**config.mk**
```make
export PLATFORM = sky130hd
export DESIGN_NAME = pmla_limit_alert
export DESIGN_NICKNAME = d
export VERILOG_FILES = /design/src/shared/pmla_pkg.sv /design/src/verilog/pmla_conv_seq.sv /design/src/verilog/pmla_limit_alert.sv
export SDC_FILE = /design/constraint.sdc
export NUM_CORES = 1
export LEC_CHECK = 0
export BUFFER_PORTS_ARGS = -buffer_cell sky130_fd_sc_hd__buf_4
export CORE_AREA = 2 2 246 248
export CTS_CLUSTER_DIAMETER = 150
export CTS_CLUSTER_SIZE = 16
export DETAILED_ROUTE_END_ITERATION = 10
export DIE_AREA = 0 0 248 250
export PLACE_DENSITY_LB_ADDON = 0.25
export SYNTH_ARGS = -nofsm -noshare
export SYNTH_HDL_FRONTEND = slang
export SYNTH_HIERARCHICAL = 1
export SYNTH_SLANG_ARGS = --single-unit
```
**constraint.sdc**
```tcl
create_clock -name mclk -period 9.31 [get_ports mclk]
set_input_delay 0.931 -clock mclk [delete_from_list [all_inputs] [get_ports mclk]]
set_output_delay 0.931 -clock mclk [all_outputs]
set_load 0.01 [all_outputs]
```
**src/shared/pmla_pkg.sv**
```systemverilog
// Package of constants for the power monitor limit and alert block
package pmla_pkg;
  // Result and limit widths
  localparam int RES_W   = 16;
  localparam int PWR_W   = 24;
  localparam int LIM_W   = 16;
  localparam int PWR_SHIFT = 8;   // One power limit code weighs 256 power codes
  // Fixed-point result weights, physical value = code times weight
  localparam int CUR_LSB_NA   = 1200000;  // 1.2 mA in nA
  localparam int VBUS_LSB_NV  = 3125000;  // 3.125 mV in nV
  localparam int PWR_LSB_NW   = 240000;   // 240 uW in nW
  localparam int ENG_LSB_UJ   = 3840;     // 3.84 mJ in uJ
  localparam int CHG_LSB_NC   = 75000;    // 75 uC in nC
  localparam int TEMP_LSB_UC  = 125000;   // 125 m degC in micro degC
  // Timing
  localparam int CLK_MHZ        = 250;
  localparam int CONV_TIME_US   = 50;
  localparam int MATH_TIME_US   = 25;
  localparam int CONV_CYCLES    = CONV_TIME_US * CLK_MHZ;
  localparam int MATH_CYCLES    = MATH_TIME_US * CLK_MHZ;
  localparam int CNT_W          = 16;
  // Reset values of thresholds and enables
  localparam logic [LIM_W-1:0] CUR_OVER_RST  = 16'h7fff;
  localparam logic [LIM_W-1:0] CUR_UNDER_RST = 16'h8000;
  localparam logic [LIM_W-1:0] BUS_HIGH_RST  = 16'h7fff;
  localparam logic [LIM_W-1:0] BUS_UNDER_RST = 16'h0000;
  localparam logic [LIM_W-1:0] TEMP_OVER_RST = 16'h7fff;
  localparam logic [LIM_W-1:0] PWR_OVER_RST  = 16'hffff;
  localparam logic [5:0]       ENA_RST       = 6'h3f;
  // Alert source bit positions
  localparam int A_CUR_OVER  = 0;
  localparam int A_CUR_UNDER = 1;
  localparam int A_BUS_HIGH  = 2;
  localparam int A_BUS_UNDER = 3;
  localparam int A_TEMP_OVER = 4;
  localparam int A_PWR_OVER  = 5;
  // Converter channel sequence
  typedef enum logic [1:0] {
    PMLA_CH_TEMP = 2'b00,
    PMLA_CH_CUR  = 2'b01,
    PMLA_CH_VBUS = 2'b10,
    PMLA_CH_MATH = 2'b11
  } pmla_chan_t;
endpackage

```
**src/verilog/pmla_conv_seq.sv**
```systemverilog
// Converter sequencer: temperature, current, bus voltage, then background math
`timescale 1ns/100ps
module pmla_conv_seq #(
  parameter int CONV_CYC = pmla_pkg::CONV_CYCLES,
  parameter int MATH_CYC = pmla_pkg::MATH_CYCLES
) (
  // Clock and reset
  input  wire logic                   mclk,
  input  wire logic                   sys_rst,
  // Control
  input  wire logic                   convRun,
  // Sequence status
  output pmla_pkg::pmla_chan_t        chan,
  output logic                        chanDone
);
  localparam int CW = pmla_pkg::CNT_W;
  logic [CW-1:0] tick;
  logic [CW-1:0] limit;

  // Current slot length
  always_comb
  begin
    if (chan == pmla_pkg::PMLA_CH_MATH)
      limit = CW'(MATH_CYC - 1);
    else
      limit = CW'(CONV_CYC - 1);
  end

  // Free-running sequential conversion slots
  always_ff @(posedge mclk or posedge sys_rst)
  begin
    if (sys_rst)
    begin
      tick     <= '0;
      chan     <= pmla_pkg::PMLA_CH_TEMP;
      chanDone <= 1'b0;
    end
    else if (!convRun)
    begin
      tick     <= '0;
      chan     <= pmla_pkg::PMLA_CH_TEMP;
      chanDone <= 1'b0;
    end
    else if (tick == limit)
    begin
      tick     <= '0;
      chanDone <= 1'b1;
      case (chan)
        pmla_pkg::PMLA_CH_TEMP: chan <= pmla_pkg::PMLA_CH_CUR;
        pmla_pkg::PMLA_CH_CUR:  chan <= pmla_pkg::PMLA_CH_VBUS;
        pmla_pkg::PMLA_CH_VBUS: chan <= pmla_pkg::PMLA_CH_MATH;
        default:                chan <= pmla_pkg::PMLA_CH_TEMP;
      endcase
    end
    else
    begin
      tick     <= tick + 1'b1;
      chanDone <= 1'b0;
    end
  end
endmodule // pmla_conv_seq

```
**src/verilog/pmla_limit_alert.sv**
```systemverilog
// Power monitor result capture, limit comparison and alert output
`timescale 1ns/100ps
module pmla_limit_alert #(
  parameter int CONV_CYC = pmla_pkg::CONV_CYCLES,
  parameter int MATH_CYC = pmla_pkg::MATH_CYCLES
) (
  // Clock and reset
  input  wire logic                             mclk,
  input  wire logic                             sys_rst,
  // Converter control
  input  wire logic                             convRun,
  // Raw samples from the analog front end, outside this clock domain
  input  wire logic [pmla_pkg::RES_W-1:0]       tempSample,
  input  wire logic [pmla_pkg::RES_W-1:0]       curSample,
  input  wire logic [pmla_pkg::RES_W-1:0]       vbusSample,
  // Thresholds and alert enables, written by the serial port logic
  input  wire logic                             limWrite,
  input  wire logic [2:0]                       limSel,
  input  wire logic [pmla_pkg::LIM_W-1:0]       limData,
  input  wire logic [5:0]                       alertEnable,
  input  wire logic                             alertEnableWrite,
  // Results
  output logic [pmla_pkg::RES_W-1:0]            tempResult,
  output logic [pmla_pkg::RES_W-1:0]            curResult,
  output logic [pmla_pkg::RES_W-1:0]            vbusResult,
  output logic [pmla_pkg::PWR_W-1:0]            powerResult,
  output logic                                  resultValid,
  // Alert status
  output logic [5:0]                            alertFlags,
  output logic                                  alertOut
);
  pmla_pkg::pmla_chan_t              chan;
  logic                              chanDone;
  logic [pmla_pkg::RES_W-1:0]        tempS1, tempS2, curS1, curS2, vbusS1, vbusS2;
  logic [pmla_pkg::LIM_W-1:0]        currentOverLimit;
  logic [pmla_pkg::LIM_W-1:0]        currentUnderLimit;
  logic [pmla_pkg::LIM_W-1:0]        bus_high_voltage_limit;
  logic [pmla_pkg::LIM_W-1:0]        busUnderLimit;
  logic [pmla_pkg::LIM_W-1:0]        tempOverLimit;
  logic [pmla_pkg::LIM_W-1:0]        powerOverLimit;
  logic [5:0]                        enables;
  logic [5:0]                        next_alertFlags;
  logic [31:0]                       prodMag;

  // Signed greater-than on two's complement codes
  function automatic logic sgt(input logic [15:0] a, input logic [15:0] b);
    sgt = $signed(a) > $signed(b);
  endfunction

  // Magnitude of a two's complement code
  function automatic logic [15:0] smag(input logic [15:0] a);
    smag = a[15] ? 16'(~a + 16'h0001) : a;
  endfunction

  // Sequential conversion slots
  pmla_conv_seq #(
    .CONV_CYC (CONV_CYC),
    .MATH_CYC (MATH_CYC)
  ) u_seq (
    .mclk     (mclk),
    .sys_rst  (sys_rst),
    .convRun  (convRun),
    .chan     (chan),
    .chanDone (chanDone)
  );

  // Two-stage synchronisers on front-end samples
  always_ff @(posedge mclk or posedge sys_rst)
  begin
    if (sys_rst)
    begin
      tempS1 <= '0;
      tempS2 <= '0;
      curS1  <= '0;
      curS2  <= '0;
      vbusS1 <= '0;
      vbusS2 <= '0;
    end
    else
    begin
      tempS1 <= tempSample;
      tempS2 <= tempS1;
      curS1  <= curSample;
      curS2  <= curS1;
      vbusS1 <= vbusSample;
      vbusS2 <= vbusS1;
    end
  end

  // Threshold registers, defaults on every reset
  always_ff @(posedge mclk or posedge sys_rst)
  begin
    if (sys_rst)
    begin
      currentOverLimit       <= pmla_pkg::CUR_OVER_RST;
      currentUnderLimit      <= pmla_pkg::CUR_UNDER_RST;
      bus_high_voltage_limit <= pmla_pkg::BUS_HIGH_RST;
      busUnderLimit          <= pmla_pkg::BUS_UNDER_RST;
      tempOverLimit          <= pmla_pkg::TEMP_OVER_RST;
      powerOverLimit         <= pmla_pkg::PWR_OVER_RST;
    end
    else if (limWrite)
    begin
      case (limSel)
        3'h0:    currentOverLimit       <= limData;
        3'h1:    currentUnderLimit      <= limData;
        3'h2:    bus_high_voltage_limit <= limData;
        3'h3:    busUnderLimit          <= limData;
        3'h4:    tempOverLimit          <= limData;
        3'h5:    powerOverLimit         <= limData;
        default: ;
      endcase
    end
  end

  // Alert enables, defaults on every reset
  always_ff @(posedge mclk or posedge sys_rst)
  begin
    if (sys_rst)
      enables <= pmla_pkg::ENA_RST;
    else if (alertEnableWrite)
      enables <= alertEnable;
  end

  // Power magnitude from current and bus voltage codes
  assign prodMag = smag(curResult) * vbusResult;

  // Result capture at the end of each channel slot
  always_ff @(posedge mclk or posedge sys_rst)
  begin
    if (sys_rst)
    begin
      tempResult  <= '0;
      curResult   <= '0;
      vbusResult  <= '0;
      powerResult <= '0;
      resultValid <= 1'b0;
    end
    else
    begin
      resultValid <= 1'b0;
      if (chanDone)
      begin
        case (chan)
          pmla_pkg::PMLA_CH_CUR:  tempResult <= tempS2;
          pmla_pkg::PMLA_CH_VBUS: curResult  <= curS2;
          pmla_pkg::PMLA_CH_MATH: vbusResult <= {1'b0, vbusS2[14:0]};
          default:
          begin
            powerResult <= prodMag[pmla_pkg::PWR_W+7:8];
            resultValid <= 1'b1;
          end
        endcase
      end
    end
  end

  // Limit comparison on fresh results only
  always_comb
  begin
    next_alertFlags = alertFlags;
    if (chanDone)
    begin
      case (chan)
        pmla_pkg::PMLA_CH_VBUS:
        begin
          next_alertFlags[pmla_pkg::A_CUR_OVER] = enables[pmla_pkg::A_CUR_OVER]
            && sgt(curS2, currentOverLimit);
          next_alertFlags[pmla_pkg::A_CUR_UNDER] = enables[pmla_pkg::A_CUR_UNDER]
            && sgt(currentUnderLimit, curS2);
        end
        pmla_pkg::PMLA_CH_MATH:
        begin
          next_alertFlags[pmla_pkg::A_BUS_HIGH] = enables[pmla_pkg::A_BUS_HIGH]
            && (vbusS2[14:0] > bus_high_voltage_limit[14:0]);
          next_alertFlags[pmla_pkg::A_BUS_UNDER] = enables[pmla_pkg::A_BUS_UNDER]
            && (vbusS2[14:0] < busUnderLimit[14:0]);
        end
        pmla_pkg::PMLA_CH_CUR:
          next_alertFlags[pmla_pkg::A_TEMP_OVER] = enables[pmla_pkg::A_TEMP_OVER]
            && sgt(tempS2, tempOverLimit);
        default:
          next_alertFlags[pmla_pkg::A_PWR_OVER] = enables[pmla_pkg::A_PWR_OVER]
            && (prodMag[pmla_pkg::PWR_W+7:pmla_pkg::PWR_SHIFT+8]
                > powerOverLimit);
      endcase
    end
  end

  // Alert flags and pin, updated once per completed result
  always_ff @(posedge mclk or posedge sys_rst)
  begin
    if (sys_rst)
    begin
      alertFlags <= '0;
      alertOut   <= 1'b0;
    end
    else
    begin
      alertFlags <= next_alertFlags;
      alertOut   <= |next_alertFlags;
    end
  end
endmodule // pmla_limit_alert
```
==> impl_metrics.tcl <==
set metrics [dict create \
    cp_num_buf_inv 8 \
    finalSetupTns_ns 0 \
    slew_viol_final 0 \
    core_area_um2 59600 \
    rows 90 \
    synth-seq-cells 291 \
    final_common_cell "inv_1" \
    finClkSkew_ns 0.0183 \
    critPathCaptureType "flip-flop" \
    fin_cells 2960 \
    drive_gt1_frac 0.202 \
    crit_start "curResult[2]" \
    max_freq_ghz 0.112 \
    fill_cells 5869 \
    setup_viol 0 \
    dieWidth_um 248 \
    cp_num_cells 35 \
    synthDistinctLibCells 69 \
    postSynth.asyncResetShare 1.00 \
    yosys_warnings 6 \
    critPathMaxStageDelay_ns 0.55 \
    ff_latch_area_um2 7370 \
    dp.cells 2920 \
    die_h_um 250 \
    r2r_cells 35 \
    tightest_slew_ns 1.07 \
    synthFlopType "dfrtp_1" \
    drtAntennaViolNets 0 \
    post-route-drc-count 0 \
    cts_resized 0 \
    hold_start "tempS1[11]" \
    port_buffers 154 \
    critPathLaunchType "flip-flop" \
    firstDrtPassIters 5 \
    cts.sinks 291 \
    ios 158 \
    fin_nets 2606 \
    insertion_delay_ns 0.53 \
    ctsHoldBuffers 0 \
    grt_pass1_vias 15200 \
    min_path_cells 0 \
    min_period_over_period 0.959 \
    numCtsBuffers 22 \
    grt_pass1_wl_um 82800 \
    multiInputGateArea_um2 11900 \
    antenna_found_initial 0 \
    final_cell_mix "325 x inv_1, 242 x nand2_1, 223 x dfrtp_1, 217 x buf_4, 187 x ha_1" \
    drt-wirelength-per-cell_um 17.4 \
    pre_cts_ws_ns 0.0437 \
    hold_viol_final 0 \
    required_ns 9.71 \
    dieArea_um2 62000 \
    max-slew-margin-rel 0.286 \
    synth_edf_count 0 \
    syn_area_um2 20600 \
    power_leakage_uw 0.0119 \
    cp_max_fo 8 \
    h-tree-depth 1 \
    start_util 0.345 \
    tritoncts "done" \
    arrival_ns 9.33 \
    clockBufferDepth 3 \
    dpl.hpwl_um 40900 \
    ys_seq_area_frac 0.358 \
    crit_slowest_cell "fa_1" \
    min_period_ns 8.93 \
    syn_to_final_growth_pct 15.5 \
    antenna_cells 0 \
    reg2reg_from "curResult[2]" \
    postCtsSetupBuffers 0 \
    grt_use_total 0.170 \
    drt_iter0_markers 577 \
    gp_congestion 0.869 \
    vdd_drop_max_mv 0.147 \
    path_class "flip-flop to flip-flop" \
    maxCapViolCount 0 \
    finalWirelength_um 51400 \
    synthTopCellsByArea "dfrtp_1 27%, fa_1 17%, ha_1 11%" \
    timing.final.ws_setup_ns 0.378 \
    postSynthAreaPerCell_um2 10.3 \
    clk_pin_slew_ns 0.07 \
    grt_max_degree 152 \
    whs_ns 0.336 \
    via_count 14300 \
    netlist_instances 1991 \
    vias_per_cell 4.85 \
    synth_top_cell_by_area "dfrtp_1" \
    min_path_type "flip-flop to flip-flop" \
    grt-ovfl-total 0 \
    p_per_area_nw_per_um2 117 \
    outcome "completed" \
    cts_root_buffer "clkbuf_16" \
    synth_top_area_share 0.271 \
    critical-path-top-delay-family "adder cells" \
]
-- Yosys cell counts, drive strengths merged (5+ instances only) --
cell,n
dfstp,68
nand4,26
inv,327
nand2b,10
nor2b,12
a21o,24
nor4,8
and2,131
o31ai,10
a31oi,5
nand3,16
mux2,88
dfrtp,223
nor3,24
a211oi,6
or3,5
a21oi,61
ha,187
and3,7
xor2,13
clkbuf,66
fa,179
mux2i,6
o211ai,8
xnor2,38
o21ai,104
buf,5
nand2,243
nor2,31
a2111oi,6
o41ai,6
-- path summary, 6_finish.rpt --
kind	to	slack, ns
min in group asynchronous	tempS2[12]	0.56
setup reg to reg	alertOut	0.38
hold reg to reg	tempS2[11]	0.34
setup / recovery	alertOut	0.38
max in group asynchronous	curS2[15]	7.11
hold / removal	tempS2[11]	0.34
-- worst register-to-register path, delay by kind of cell, from the launching register on --
family,cells,cell delay [ns]
XOR/XNOR,2,0.29
flip-flops,1,0.37
AND/OR/NAND/NOR,9,2.14
buffers and inverters,8,0.65
AO/OA/AOI/OAI,8,1.73
adder cells (fa/ha/maj),8,3.63
-- stage by stage --
| stage | power [µW] | utilization | area, µm² |
|---|---|---|---|
| final | 2790 | 0.399 | 23800 |
| after global placement | 1850 | 0.385 | 22900 |
| after detailed placement | 1880 | 0.385 | 22900 |
| after global routing | 2940 | 0.399 | 23800 |
| after floorplan | 1740 | - | 20600 |
| after CTS | 2830 | 0.396 | 23600 |
-- registers in the layout (all words and copies together) (netlist names), 15 cells and up --
| signal | count |
|---|---|
| tempS2 | 16 |
| powerOverLimit | 16 |
| bus_high_voltage_limit | 15 |
| curS2 | 16 |
| currentUnderLimit | 16 |
| vbusS2 | 15 |
| currentOverLimit | 16 |
| vbusResult | 15 |
| tempResult | 16 |
| busUnderLimit | 15 |
| tempS1 | 16 |
| vbusS1 | 15 |
| u_seq/tick | 16 |
| curS1 | 16 |
| powerResult | 23 |
| curResult | 16 |
| tempOverLimit | 16 |
-- area by class of cell --
cell class                      count  area share
Clock buffer                       38      0.0266
Clock inverter                      2     0.00174
Inverter                          327      0.0520
Multi-Input combinational cell   1303       0.500
Sequential cell                   291       0.310
Tap cell                          782      0.0412
Timing Repair Buffer              217      0.0686
-- kinds of logic after synthesis --
kind of cell	share of synthesized area
muxes	0.0517
and+or+nand+nor	0.131
other	0.000182
buffers and inverters	0.0734
adders and majority gates	0.288
AOI/OAI and AO/OA	0.0759
DFF	0.358
xor gates and xnor gates	0.0217
-- routing by layer --
metal / GRT usage / wire length [µm] / vias to the layer above
met3: 0.0161 / 1700 / 69
met2: 0.292 / 25700 / 243
met5: 0 / 0 / -
li1: - / - / 6752
met4: 0.0565 / 1690 / 0
met1: 0.223 / 22200 / 7279
-- report_power, final --
part	leakage [µW]	total [µW]	internal, µW	switching (µW)
Sequential	0.00355	1470	1420	51.1
Combinational	0.00807	384	172	213
Clock	0.000321	939	492	447
Total	0.0119	2790	2080	711
Power figures use the tool's default switching activity.
